===== src/pm_defines.svh =====
// What this block does
// RULE_01 - Port E pin 3 alternate drives UART0 sync data in mode 0, else 1.
// RULE_02 - Port E pin 4 alternate drives UART1 sync data in mode 0, high otherwise.
// RULE_03 - Port E pin 5 alternate is interrupt six input, raised on rising edge.
// RULE_04 - Port E pin 6 alternate falling edge reloads timer 2 when external enable set.
// RULE_05 - Port E pin 7 alternate outputs waveform engine address bit 8.
// RULE_06 - After reset every port E pin is general purpose bidirectional I/O.
// RULE_07 - Two-bit interface mode picks waveform engine use or slave FIFO use of shared pins.
// RULE_08 - FIFO mode read strobe comes from master, polarity set by polarity bit 3.
// RULE_09 - FIFO mode write strobe comes from master, polarity set by polarity bit 2.
// RULE_10 - Flag A reports programmable level of the FIFO picked by select pins.
// RULE_11 - Flag B reports full of the FIFO picked by select pins.
// RULE_12 - Flag C reports empty of the FIFO picked by select pins.
// RULE_13 - Six ready inputs; 2 to 5 dedicated, 0 and 1 shared with strobes.
// RULE_14 - Six control outputs; controls and shared flags are high after reset.
// RULE_15 - Interface clock times all FIFO control signals and waveform pin activity.
// RULE_16 - With select bit clear, pin follows direction and output registers only.
`ifndef PM_DEFINES_SVH
`define PM_DEFINES_SVH

// Register byte offsets.
`define PM_FUNC_SEL_OFS 8'h00
`define PM_PORT_OUT_OFS 8'h04
`define PM_PORT_DIR_OFS 8'h08
`define PM_PORT_PIN_OFS 8'h0c
`define PM_IF_CONFIG_OFS 8'h10
`define PM_POLARITY_OFS 8'h14
`define PM_T2_CONTROL_OFS 8'h18
`define PM_STATUS_OFS 8'h1c

// Reset values.
`define PM_FUNC_SEL_RST 8'h00
`define PM_PORT_OUT_RST 8'h00
`define PM_PORT_DIR_RST 8'h00
`define PM_IF_MODE_RST 2'h0
`define PM_POLARITY_RST 2'h0
`define PM_T2_CONTROL_RST 8'h00
`define PM_CTL_RST 6'h3f

// Field positions.
`define PM_ALT_MASK 8'hf8
`define PM_POL_RD_BIT 3
`define PM_POL_WR_BIT 2
`define PM_T2_EXT_EN_BIT 3
`define PM_PIN_UART0 3
`define PM_PIN_UART1 4
`define PM_PIN_IRQ6 5
`define PM_PIN_RELOAD 6
`define PM_PIN_ADDR8 7
`define PM_UART_SYNC_MODE 2'h0

`endif


===== src/pm_pkg.sv =====
package pm_pkg;

  // Use of the shared waveform and FIFO pins.
  typedef enum logic [1:0] {
    PM_MODE_PORTS = 2'b00,
    PM_MODE_RSVD = 2'b01,
    PM_MODE_WAVE = 2'b10,
    PM_MODE_FIFO = 2'b11
  } pm_mode_e;

  // Write channel state of the register slave.
  typedef enum logic {
    PM_WR_IDLE = 1'b0,
    PM_WR_RESP = 1'b1
  } pm_wr_state_e;

  // Status of the four internal FIFOs, one bit per FIFO.
  typedef struct packed {
    logic [3:0] prog;
    logic [3:0] full;
    logic [3:0] empty;
  } pm_fifo_flags_s;

  // Serial port state that the pin mux needs.
  typedef struct packed {
    logic [1:0] mode0;
    logic data0;
    logic [1:0] mode1;
    logic data1;
  } pm_uart_s;

endpackage


===== src/pm_pin_mux.sv =====
`timescale 1ns/10ps
`default_nettype none
`include "pm_defines.svh"
module pm_pin_mux (
  // Clock and reset; the clock is the interface clock.
  input wire logic clk_i,
  input wire logic rst_i,
  // AXI4-Lite register bus.
  input wire logic [7:0] s_axi_awaddr,
  input wire logic s_axi_awvalid,
  output logic s_axi_awready,
  input wire logic [31:0] s_axi_wdata,
  input wire logic [3:0] s_axi_wstrb,
  input wire logic s_axi_wvalid,
  output logic s_axi_wready,
  output logic [1:0] s_axi_bresp,
  output logic s_axi_bvalid,
  input wire logic s_axi_bready,
  input wire logic [7:0] s_axi_araddr,
  input wire logic s_axi_arvalid,
  output logic s_axi_arready,
  output logic [31:0] s_axi_rdata,
  output logic [1:0] s_axi_rresp,
  output logic s_axi_rvalid,
  input wire logic s_axi_rready,
  // Port E pins.
  input wire logic [7:0] port_e_i,
  output logic [7:0] port_e_o,
  output logic [7:0] port_e_oe_o,
  // Shared interface pins.
  input wire logic [5:0] ready_pin_i,
  input wire logic [1:0] fifo_select_pins_i,
  output logic [5:0] control_strobe_out_o,
  // Internal sources on the same clock.
  input wire pm_pkg::pm_uart_s uart_i,
  input wire logic waveform_addr_bit8_i,
  input wire logic [5:0] waveform_ctl_i,
  input wire pm_pkg::pm_fifo_flags_s fifo_flags_i,
  // Internal destinations.
  output logic [5:0] waveform_ready_o,
  output logic slave_read_strobe_o,
  output logic slave_write_strobe_o,
  output logic ext_irq_six_o,
  output logic timer2_reload_trigger_o
);
  import pm_pkg::*;

  logic wr_en;
  logic [7:0] wr_addr;
  logic [31:0] wr_data;
  logic [3:0] wr_strb;
  logic wr_hit;
  logic [7:0] rd_addr;
  logic [31:0] rd_data;
  logic rd_hit;
  logic [15:0] pins_sync;
  logic [7:0] pe_sync;
  logic [5:0] rdy_sync;
  logic [1:0] sel_sync;

  // Software registers.
  logic [7:0] func_sel_reg, func_sel_next;
  logic [7:0] port_out_reg, port_out_next;
  logic [7:0] port_dir_reg, port_dir_next;
  pm_mode_e if_mode_reg, if_mode_next;
  logic [1:0] polarity_reg, polarity_next;
  logic [7:0] t2_control_reg, t2_control_next;

  // Pin side registers.
  logic [7:0] pe_out_reg, pe_out_next;
  logic [7:0] pe_oe_reg, pe_oe_next;
  logic [5:0] ctl_reg, ctl_next;
  logic [5:0] ready_reg, ready_next;
  logic rd_strobe_reg, rd_strobe_next;
  logic wr_strobe_reg, wr_strobe_next;
  logic pe5_prev_reg;
  logic pe6_prev_reg;
  logic irq6_reg, irq6_next;
  logic reload_reg, reload_next;

  // Bus slave.
  pm_axil_slave #(
    .AW(8)
  ) u_bus (
    .clk_i(clk_i),
    .rst_i(rst_i),
    .s_axi_awaddr(s_axi_awaddr),
    .s_axi_awvalid(s_axi_awvalid),
    .s_axi_awready(s_axi_awready),
    .s_axi_wdata(s_axi_wdata),
    .s_axi_wstrb(s_axi_wstrb),
    .s_axi_wvalid(s_axi_wvalid),
    .s_axi_wready(s_axi_wready),
    .s_axi_bresp(s_axi_bresp),
    .s_axi_bvalid(s_axi_bvalid),
    .s_axi_bready(s_axi_bready),
    .s_axi_araddr(s_axi_araddr),
    .s_axi_arvalid(s_axi_arvalid),
    .s_axi_arready(s_axi_arready),
    .s_axi_rdata(s_axi_rdata),
    .s_axi_rresp(s_axi_rresp),
    .s_axi_rvalid(s_axi_rvalid),
    .s_axi_rready(s_axi_rready),
    .wr_en_o(wr_en),
    .wr_addr_o(wr_addr),
    .wr_data_o(wr_data),
    .wr_strb_o(wr_strb),
    .wr_hit_i(wr_hit),
    .rd_addr_o(rd_addr),
    .rd_data_i(rd_data),
    .rd_hit_i(rd_hit)
  );

  // Every pin input passes two flip-flops on the interface clock.
  pm_sync #(
    .W(16)
  ) u_sync (
    .clk_i(clk_i),
    .rst_i(rst_i),
    .d_i({fifo_select_pins_i, ready_pin_i, port_e_i}),
    .q_o(pins_sync)
  ); // RULE_15

  assign pe_sync = pins_sync[7:0];
  assign rdy_sync = pins_sync[13:8];
  assign sel_sync = pins_sync[15:14];

  // Write decode; only the low byte lane carries register bits.
  always_comb
  begin
    func_sel_next = func_sel_reg;
    port_out_next = port_out_reg;
    port_dir_next = port_dir_reg;
    if_mode_next = if_mode_reg;
    polarity_next = polarity_reg;
    t2_control_next = t2_control_reg;
    wr_hit = 1'b1;
    case (wr_addr)
      `PM_FUNC_SEL_OFS:
      begin
        if (wr_en && wr_strb[0])
        begin
          func_sel_next = wr_data[7:0] & `PM_ALT_MASK;
        end
      end
      `PM_PORT_OUT_OFS:
      begin
        if (wr_en && wr_strb[0])
        begin
          port_out_next = wr_data[7:0];
        end
      end
      `PM_PORT_DIR_OFS:
      begin
        if (wr_en && wr_strb[0])
        begin
          port_dir_next = wr_data[7:0];
        end
      end
      `PM_IF_CONFIG_OFS:
      begin
        if (wr_en && wr_strb[0])
        begin
          if_mode_next = pm_mode_e'(wr_data[1:0]);
        end
      end
      `PM_POLARITY_OFS:
      begin
        if (wr_en && wr_strb[0])
        begin
          polarity_next = {wr_data[`PM_POL_RD_BIT], wr_data[`PM_POL_WR_BIT]};
        end
      end
      `PM_T2_CONTROL_OFS:
      begin
        if (wr_en && wr_strb[0])
        begin
          t2_control_next = wr_data[7:0];
        end
      end
      `PM_PORT_PIN_OFS, `PM_STATUS_OFS:
      begin
        wr_hit = 1'b1;
      end
      default:
      begin
        wr_hit = 1'b0;
      end
    endcase
  end

  // Read decode; unused upper bits read as zero.
  always_comb
  begin
    rd_data = 32'h0;
    rd_hit = 1'b1;
    case (rd_addr)
      `PM_FUNC_SEL_OFS: rd_data[7:0] = func_sel_reg;
      `PM_PORT_OUT_OFS: rd_data[7:0] = port_out_reg;
      `PM_PORT_DIR_OFS: rd_data[7:0] = port_dir_reg;
      `PM_PORT_PIN_OFS: rd_data[7:0] = pe_sync;
      `PM_IF_CONFIG_OFS: rd_data[1:0] = if_mode_reg;
      `PM_POLARITY_OFS:
      begin
        rd_data[`PM_POL_RD_BIT] = polarity_reg[1];
        rd_data[`PM_POL_WR_BIT] = polarity_reg[0];
      end
      `PM_T2_CONTROL_OFS: rd_data[7:0] = t2_control_reg;
      `PM_STATUS_OFS: rd_data[7:0] = {sel_sync, rdy_sync};
      default: rd_hit = 1'b0;
    endcase
  end

  // Port E output and enable per pin, chosen by the select bit.
  always_comb
  begin
    for (int i = 0; i < 8; i++)
    begin
      pe_out_next[i] = port_out_reg[i]; // RULE_16
      pe_oe_next[i] = port_dir_reg[i]; // RULE_16
    end
    if (func_sel_reg[`PM_PIN_UART0])
    begin
      pe_oe_next[`PM_PIN_UART0] = 1'b1;
      pe_out_next[`PM_PIN_UART0] = (uart_i.mode0 == `PM_UART_SYNC_MODE) ? uart_i.data0 : 1'b1; // RULE_01
    end
    if (func_sel_reg[`PM_PIN_UART1])
    begin
      pe_oe_next[`PM_PIN_UART1] = 1'b1;
      pe_out_next[`PM_PIN_UART1] = (uart_i.mode1 == `PM_UART_SYNC_MODE) ? uart_i.data1 : 1'b1; // RULE_02
    end
    if (func_sel_reg[`PM_PIN_IRQ6])
    begin
      pe_oe_next[`PM_PIN_IRQ6] = 1'b0;
      pe_out_next[`PM_PIN_IRQ6] = 1'b0;
    end
    if (func_sel_reg[`PM_PIN_RELOAD])
    begin
      pe_oe_next[`PM_PIN_RELOAD] = 1'b0;
      pe_out_next[`PM_PIN_RELOAD] = 1'b0;
    end
    if (func_sel_reg[`PM_PIN_ADDR8])
    begin
      pe_oe_next[`PM_PIN_ADDR8] = 1'b1;
      pe_out_next[`PM_PIN_ADDR8] = waveform_addr_bit8_i; // RULE_05
    end
  end

  // Edge events on the alternate input pins, one cycle pulses.
  always_comb
  begin
    irq6_next = func_sel_reg[`PM_PIN_IRQ6] && pe_sync[`PM_PIN_IRQ6] && !pe5_prev_reg; // RULE_03
    reload_next = func_sel_reg[`PM_PIN_RELOAD] && t2_control_reg[`PM_T2_EXT_EN_BIT]
                  && !pe_sync[`PM_PIN_RELOAD] && pe6_prev_reg; // RULE_04
  end

  // Shared pins steered by the interface mode.
  always_comb
  begin
    ctl_next = `PM_CTL_RST;
    ready_next = 6'h0;
    rd_strobe_next = 1'b0;
    wr_strobe_next = 1'b0;
    case (if_mode_reg) // RULE_07
      PM_MODE_WAVE:
      begin
        ctl_next = waveform_ctl_i; // RULE_14
        ready_next = rdy_sync; // RULE_13
      end
      PM_MODE_FIFO:
      begin
        ctl_next[5:3] = waveform_ctl_i[5:3];
        ctl_next[0] = fifo_flags_i.prog[sel_sync]; // RULE_10
        ctl_next[1] = fifo_flags_i.full[sel_sync]; // RULE_11
        ctl_next[2] = fifo_flags_i.empty[sel_sync]; // RULE_12
        ready_next[5:2] = rdy_sync[5:2]; // RULE_13
        rd_strobe_next = ~(rdy_sync[0] ^ polarity_reg[1]); // RULE_08
        wr_strobe_next = ~(rdy_sync[1] ^ polarity_reg[0]); // RULE_09
      end
      default:
      begin
        ready_next[5:2] = rdy_sync[5:2];
      end
    endcase
  end

  // All state registers; pins come up as general I/O and controls high.
  always_ff @(posedge clk_i or posedge rst_i)
  begin
    if (rst_i)
    begin
      func_sel_reg <= `PM_FUNC_SEL_RST; // RULE_06
      port_out_reg <= `PM_PORT_OUT_RST;
      port_dir_reg <= `PM_PORT_DIR_RST;
      if_mode_reg <= PM_MODE_PORTS;
      polarity_reg <= `PM_POLARITY_RST;
      t2_control_reg <= `PM_T2_CONTROL_RST;
      pe_out_reg <= `PM_PORT_OUT_RST;
      pe_oe_reg <= `PM_PORT_DIR_RST;
      ctl_reg <= `PM_CTL_RST; // RULE_14
      ready_reg <= 6'h0;
      rd_strobe_reg <= 1'b0;
      wr_strobe_reg <= 1'b0;
      pe5_prev_reg <= 1'b0;
      pe6_prev_reg <= 1'b0;
      irq6_reg <= 1'b0;
      reload_reg <= 1'b0;
    end
    else
    begin
      func_sel_reg <= func_sel_next;
      port_out_reg <= port_out_next;
      port_dir_reg <= port_dir_next;
      if_mode_reg <= if_mode_next;
      polarity_reg <= polarity_next;
      t2_control_reg <= t2_control_next;
      pe_out_reg <= pe_out_next;
      pe_oe_reg <= pe_oe_next;
      ctl_reg <= ctl_next;
      ready_reg <= ready_next;
      rd_strobe_reg <= rd_strobe_next;
      wr_strobe_reg <= wr_strobe_next;
      pe5_prev_reg <= pe_sync[`PM_PIN_IRQ6];
      pe6_prev_reg <= pe_sync[`PM_PIN_RELOAD];
      irq6_reg <= irq6_next;
      reload_reg <= reload_next;
    end
  end

  // Outputs come straight from registers.
  assign port_e_o = pe_out_reg;
  assign port_e_oe_o = pe_oe_reg;
  assign control_strobe_out_o = ctl_reg;
  assign waveform_ready_o = ready_reg;
  assign slave_read_strobe_o = rd_strobe_reg;
  assign slave_write_strobe_o = wr_strobe_reg;
  assign ext_irq_six_o = irq6_reg;
  assign timer2_reload_trigger_o = reload_reg;

endmodule
`default_nettype wire


===== src/pm_sync.sv =====
`timescale 1ns/10ps
`default_nettype none
module pm_sync #(
  parameter int W = 16
) (
  // Clock and reset.
  input wire logic clk_i,
  input wire logic rst_i,
  // Asynchronous inputs and their synchronised copies.
  input wire logic [W-1:0] d_i,
  output logic [W-1:0] q_o
);

  logic [W-1:0] meta_reg;
  logic [W-1:0] sync_reg;

  // Two flip-flops per bit; only the second stage is visible outside.
  always_ff @(posedge clk_i or posedge rst_i)
  begin
    if (rst_i)
    begin
      meta_reg <= '0;
      sync_reg <= '0;
    end
    else
    begin
      meta_reg <= d_i;
      sync_reg <= meta_reg;
    end
  end

  assign q_o = sync_reg;

endmodule
`default_nettype wire


===== src/pm_axil_slave.sv =====
`timescale 1ns/10ps
`default_nettype none
module pm_axil_slave
  import pm_pkg::*;
#(
  parameter int AW = 8
) (
  // Clock and reset.
  input wire logic clk_i,
  input wire logic rst_i,
  // AXI4-Lite write channels.
  input wire logic [AW-1:0] s_axi_awaddr,
  input wire logic s_axi_awvalid,
  output logic s_axi_awready,
  input wire logic [31:0] s_axi_wdata,
  input wire logic [3:0] s_axi_wstrb,
  input wire logic s_axi_wvalid,
  output logic s_axi_wready,
  output logic [1:0] s_axi_bresp,
  output logic s_axi_bvalid,
  input wire logic s_axi_bready,
  // AXI4-Lite read channels.
  input wire logic [AW-1:0] s_axi_araddr,
  input wire logic s_axi_arvalid,
  output logic s_axi_arready,
  output logic [31:0] s_axi_rdata,
  output logic [1:0] s_axi_rresp,
  output logic s_axi_rvalid,
  input wire logic s_axi_rready,
  // Register file side.
  output logic wr_en_o,
  output logic [AW-1:0] wr_addr_o,
  output logic [31:0] wr_data_o,
  output logic [3:0] wr_strb_o,
  input wire logic wr_hit_i,
  output logic [AW-1:0] rd_addr_o,
  input wire logic [31:0] rd_data_i,
  input wire logic rd_hit_i
);

  pm_wr_state_e wst_reg, wst_next;
  logic aw_got_reg, aw_got_next;
  logic w_got_reg, w_got_next;
  logic [AW-1:0] awaddr_reg, awaddr_next;
  logic [31:0] wdata_reg, wdata_next;
  logic [3:0] wstrb_reg, wstrb_next;
  logic [1:0] bresp_reg, bresp_next;
  logic rvalid_reg, rvalid_next;
  logic [31:0] rdata_reg, rdata_next;
  logic [1:0] rresp_reg, rresp_next;
  logic aw_hs;
  logic w_hs;

  // Address and data are taken in either order while no response is pending.
  assign s_axi_awready = (wst_reg == PM_WR_IDLE) && !aw_got_reg;
  assign s_axi_wready = (wst_reg == PM_WR_IDLE) && !w_got_reg;
  assign aw_hs = s_axi_awvalid && s_axi_awready;
  assign w_hs = s_axi_wvalid && s_axi_wready;
  assign wr_addr_o = aw_got_reg ? awaddr_reg : s_axi_awaddr;
  assign wr_data_o = w_got_reg ? wdata_reg : s_axi_wdata;
  assign wr_strb_o = w_got_reg ? wstrb_reg : s_axi_wstrb;
  assign wr_en_o = (aw_got_reg || aw_hs) && (w_got_reg || w_hs);
  assign s_axi_bvalid = (wst_reg == PM_WR_RESP);
  assign s_axi_bresp = bresp_reg;

  // Write channel next state; the write lands in the cycle the later half is taken.
  always_comb
  begin
    wst_next = wst_reg;
    aw_got_next = aw_got_reg;
    w_got_next = w_got_reg;
    awaddr_next = aw_hs ? s_axi_awaddr : awaddr_reg;
    wdata_next = w_hs ? s_axi_wdata : wdata_reg;
    wstrb_next = w_hs ? s_axi_wstrb : wstrb_reg;
    bresp_next = bresp_reg;
    case (wst_reg)
      PM_WR_IDLE:
      begin
        if (wr_en_o)
        begin
          wst_next = PM_WR_RESP;
          aw_got_next = 1'b0;
          w_got_next = 1'b0;
          bresp_next = wr_hit_i ? 2'h0 : 2'h3;
        end
        else
        begin
          aw_got_next = aw_got_reg || aw_hs;
          w_got_next = w_got_reg || w_hs;
        end
      end
      PM_WR_RESP:
      begin
        if (s_axi_bready)
        begin
          wst_next = PM_WR_IDLE;
        end
      end
      default:
      begin
        wst_next = PM_WR_IDLE;
      end
    endcase
  end

  // Read channel: data are captured at the address handshake.
  assign s_axi_arready = !rvalid_reg;
  assign rd_addr_o = s_axi_araddr;
  assign s_axi_rvalid = rvalid_reg;
  assign s_axi_rdata = rdata_reg;
  assign s_axi_rresp = rresp_reg;

  always_comb
  begin
    rvalid_next = rvalid_reg;
    rdata_next = rdata_reg;
    rresp_next = rresp_reg;
    if (s_axi_arvalid && s_axi_arready)
    begin
      rvalid_next = 1'b1;
      rdata_next = rd_hit_i ? rd_data_i : 32'h0;
      rresp_next = rd_hit_i ? 2'h0 : 2'h3;
    end
    else if (rvalid_reg && s_axi_rready)
    begin
      rvalid_next = 1'b0;
    end
  end

  // Registers of both channels.
  always_ff @(posedge clk_i or posedge rst_i)
  begin
    if (rst_i)
    begin
      wst_reg <= PM_WR_IDLE;
      aw_got_reg <= 1'b0;
      w_got_reg <= 1'b0;
      awaddr_reg <= '0;
      wdata_reg <= 32'h0;
      wstrb_reg <= 4'h0;
      bresp_reg <= 2'h0;
      rvalid_reg <= 1'b0;
      rdata_reg <= 32'h0;
      rresp_reg <= 2'h0;
    end
    else
    begin
      wst_reg <= wst_next;
      aw_got_reg <= aw_got_next;
      w_got_reg <= w_got_next;
      awaddr_reg <= awaddr_next;
      wdata_reg <= wdata_next;
      wstrb_reg <= wstrb_next;
      bresp_reg <= bresp_next;
      rvalid_reg <= rvalid_next;
      rdata_reg <= rdata_next;
      rresp_reg <= rresp_next;
    end
  end

endmodule
`default_nettype wire


===== config.mk =====
export PLATFORM = sky130hd
export DESIGN_NAME = pm_pin_mux
export DESIGN_NICKNAME = d
export VERILOG_FILES = /design/src/pm_pkg.sv /design/src/pm_pin_mux.sv /design/src/pm_sync.sv /design/src/pm_axil_slave.sv
export VERILOG_INCLUDE_DIRS = /design/src
export SDC_FILE = /design/constraint.sdc
export NUM_CORES = 1
export LEC_CHECK = 0
export ABC_CLOCK_PERIOD_IN_PS = 3500
export BUFFER_PORTS_ARGS = -buffer_cell sky130_fd_sc_hd__buf_2
export CORE_MARGIN = 3
export CORE_UTILIZATION = 55
export CTS_CLUSTER_SIZE = 24
export DETAILED_ROUTE_END_ITERATION = 10
export PLACE_DENSITY = 0.81
export RECOVER_POWER = 50
export REMOVE_ABC_BUFFERS = 1
export SETUP_SLACK_MARGIN = 0.4
export SLEW_MARGIN = 25
export SYNTH_ARGS = -nofsm -noshare
export SYNTH_HDL_FRONTEND = slang
export SYNTH_HIERARCHICAL = 1
export SYNTH_SLANG_ARGS = --single-unit

===== constraint.sdc =====
create_clock -name clk_i -period 3.5 [get_ports clk_i]
set_clock_uncertainty 0.2 [all_clocks]
set_input_delay 0.525 -clock clk_i [delete_from_list [all_inputs] [get_ports clk_i]]
set_output_delay 0.525 -clock clk_i [all_outputs]
set_load 0.01 [all_outputs]

; Word-level counts from Yosys, hierarchy flattened
; Index checks and enable logic that the tools add are counted.
[classes]
n_reduce_logical = 34
magnitude_cmp = 1
eq_ne = 16
bitwise = 5
mux = 40
[op_table]
columns = op, count
row1 = "8-bit by 5-bit equality test with 1-bit output, second input constant", 8
row2 = "8-bit by 4-bit equality test with 1-bit output, second input constant", 4
row3 = 1-bit 2-to-1 mux, 26
row4 = 8-bit 2-to-1 mux, 3
row5 = 4-bit case mux with 6 select lines, 1
row6 = "8-bit by 3-bit equality test with 1-bit output, second input constant", 2
row7 = 8-bit logical NOT, 2
row8 = 8-bit OR reduction, 2
row9 = 2-bit case mux with 7 select lines, 1
row10 = 2-bit AND reduction, 7
row11 = 1-bit logical AND, 13
row12 = 2-bit case mux with 6 select lines, 1
row13 = 6-bit case mux with 2 select lines, 1
row14 = 1-bit binary-select mux with 2-bit select, 3
row15 = 2-bit 2-to-1 mux, 3
row16 = 1-bit logical NOT, 5
row17 = "2-bit equality test, second input constant", 2
row18 = 2-bit logical NOT, 2
row19 = "2-bit by 3-bit < comparator with 1-bit output, second input constant", 1
row20 = 1-bit inverter, 3
row21 = 1-bit logical OR, 2
row22 = 1-bit case mux with 2 select lines, 1
row23 = 2-bit nonzero test, 1
row24 = 1-bit bitwise XOR, 2
[totals]
elab_cells = 124
input_bits = 100
ff_bits = 156

; Depth between registers and ports, before layout
[logic_depth]
word_depth = 7
mapped_depth = 10
ltp_nobuf = 7

; By module
; Netlist, hierarchy kept.
[modules_own_cells]
columns = mod, area_per_inst_um2, n_inst, seq_area_each_um2, cells_per_inst
row1 = pm_axil_slave, 3916.3, 1, 2052.0, 320
row2 = pm_pin_mux, 2960.3, 1, 1684.1, 226
row3 = pm_sync, 804.5, 1, 800.8, 33

; Worst setup path before layout
; Ideal clock, no wire load.
[synth_path]
path_kind = register -> register
from = register u_bus.aw_got_reg
to = register port_dir_reg[0]
n_path_buf = 1
stages_incl_launch_ff = 7
t_arrival_ns = 2.610
setup_slack_ns = 0.565
required_ns = 3.175
setup_ns = 0.125
path_cell_list = dfrtp_1 > buf_2 > mux2_2 > or3_4 > or4_4 > nor4b_4 > mux2_2
[synth_via]
word_cells_on_any_way = 9
cone_classes = eq/ne: 1 / mux: 1 / reduce/logical: 7
[synth_rtl]
columns = element, line_no
row1 = start: declaration, pm_axil_slave.sv:42  ; logic aw_got_reg, aw_got_next;
row2 = start signal: assignment, pm_axil_slave.sv:149  ; aw_got_reg <= aw_got_next;
row3 = 8-bit 2-to-1 mux, pm_axil_slave.sv:59  ; assign wr_addr_o = aw_got_reg ? awaddr_reg : s_axi_awaddr;
row4 = named net wr_addr[1], pm_pin_mux.sv:49  ; logic [7:0] wr_addr;
row5 = 8-bit by 4-bit equality test with 1-bit output, pm_pin_mux.sv:138  ; case (wr_addr)
row6 = 2-bit AND reduction (no line), n/a
row7 = end signal: assignment, pm_pin_mux.sv:294  ; port_dir_reg <= `PM_PORT_DIR_RST;
row8 = end signal: assignment, pm_pin_mux.sv:313  ; port_dir_reg <= port_dir_next;
row9 = end: declaration, pm_pin_mux.sv:64  ; logic [7:0] port_dir_reg, port_dir_next;
; The timed path passes the listed nets, and every way through them passes these cells.
; A chain may end at the register's enable or synchronous reset.

; Final worst setup path
[layout_path]
from = register u_bus.aw_got_reg
to = register port_dir_reg[3]
; The elaborated chain is that of the path after synthesis.

==> metrics.yaml <==
status: "finished clean"
postRouteAntennaNets: 0
drive_gt1_share_pct: 41.2
cap_violations: 0
num_vias: 4246
endpoint_kind: "flop"
period_minus_slack_ns: 2.99
dr.pass1.iters: 4
tightest_slew_ns: 1.46
slew_headroom_pct: 2.45
core-area_um2: 11000
clock_latency_ns: 0.41
die_area_um2: 12800
path_max_fanout: 13
hold_ws_ns: 0.0194
setup_violations: 0
antenna_found_initial: 0
clock-root-buffer: "clkbuf_16"
drc: 0
final_area_um2: 7890
ir_drop_v: 0.000322
h-tree-depth: 4
clk_pin_slew_ns: 0.06
power_density_nw_per_um2: 624
ys_warn_count: 6
synthToLayoutAreaGrowth_pct: 25.4
cts_tree: "done"
grt_setup_unrepaired: "no"
timing.critical_path.from_type: "flop"
syn_inst: 496
diodes: 0
clock_path_buffers: 2
start_util_pct: 57.1
grt_pass1_vias: 4380
fmax_ghz: 0.335
io_pins: 173
worst_ep_arrival_time_ns: 3.08
drt_iter0_markers: 292
gr-total-overflow: 0
grt_pass1_wl_mm: 21.7
drt-wirelength-per-cell_um: 16.5
place_area_um2: 7110
fin_crit_sh_pct: 85.3
track_usage_pct: 21.7
synth.avg_cell_area_um2: 12.7
cts_buffers: 17
synthesis.area_um2: 6290
portBuffers: 145
post-route-util_pct: 71.5
num-nets-final: 765
power.leakage_nw: 3.91
die_w_um: 113
die_h_um: 113
slew_viol_final: 0
drt_wl_total_mm: 13.5
grt_max_degree: 68
hold_class: "primary input to flop"
clock_sinks: 154
cp.required_ns: 3.59
gp_congestion: 0.856
largest_reg_flops: 32
setup.worst_path.class: "flop to flop"
hold_violations: 0
vias_per_cell: 5.20
rows: 38
dp_hpwl_mm: 9.44
-- placed cells by master (no fill, tap or decap), types with 2 or more instances in the layout --
master / count
nor2b_1: 6
buf_4: 7
mux2i_1: 15
inv_1: 7
clkbuf_1: 4
nand3_1: 4
a21oi_1: 8
bufinv_16: 5
or2_2: 3
o2bb2ai_1: 2
nor3_1: 4
nand2b_1: 5
o21ai_0: 38
conb_1: 24
mux2_4: 9
dfrtp_1: 147
nand2_1: 80
clkbuf_16: 17
o21a_1: 2
mux2_2: 64
nand4b_1: 2
clkinv_4: 3
dlygate4sd3_1: 11
xor2_1: 2
nor2_1: 21
dfstp_2: 6
buf_2: 144
a31oi_1: 3
and3b_1: 2
clkinvlp_4: 2
mux4_2: 4
-- critical path, cell delays in order, from the launching register on --
cell,delay (ns)
dfrtp_2,0.54
mux2_2,0.38
or3_4,0.41
or4_4,0.48
nor4b_4,0.25
buf_4,0.24
mux2_2,0.35
-- where the power goes --
group | internal [mW] | switching, mW
clock network | 1.26 | 0.690
logic | 0.426 | 0.387
registers | 1.99 | 0.169
-- worst paths after layout --
kind | from | to | slack (ns) | depth (start not counted)
worst max register to register | u_bus/aw_got_reg | port_dir_reg[3] | 0.51 | 6
worst min-delay path | port_e_i[1] | u_sync/meta_reg[1] | 0.02 | 1
max in group asynchronous | rst_i | u_bus/aw_got_reg | 1.70 | 3
worst max-delay path | u_bus/aw_got_reg | port_dir_reg[3] | 0.51 | 6
min in group asynchronous | rst_i | u_sync/meta_reg[9] | 0.22 | 2
worst min register to register | u_sync/meta_reg[10] | u_sync/q_o[10] | 0.15 | 0
-- per-stage QoR --
step	worst slack (ns)	power, mW	instances	TNS [ns]
finish	0.513	4.93	817	0
global route	0.434	5.14	817	0
CTS	0.458	4.96	817	0
detailed placement	0.261	2.98	773	0
global placement	0.397	2.93	773	0
floorplan	-0.128	2.69	482	-0.326
-- final cells by class --
cell class / count / area (um^2)
multi-input combinational: 321 / 2290
tap: 140 / 175
sequential: 154 / 3860
timing repair buffer: 164 / 907
inverter: 7 / 26.3
clock inverter: 11 / 196
clock buffer: 20 / 437
fill: 765 / 3140
-- repair_timing --
item | CTS | global route
setup endpoints to repair | 18 | 4
pin swaps | 1 | 0
resized for setup | 2 | 2
cloned | 0 | 0
hold buffers | 11 | 0
buffers inserted | 2 | 0
endpoints found under the hold margin | 11 | 0
-- per-layer routing --
metal	part of all wire [%]	global-route usage (%)	vias up
met4	1.3	7.05	0
met3	6.3	5.94	20
li1	-	-	1998
met1	43	28.8	2064
met5	0	0	-
met2	50	35.1	164
Power figures use the tool's default switching activity.
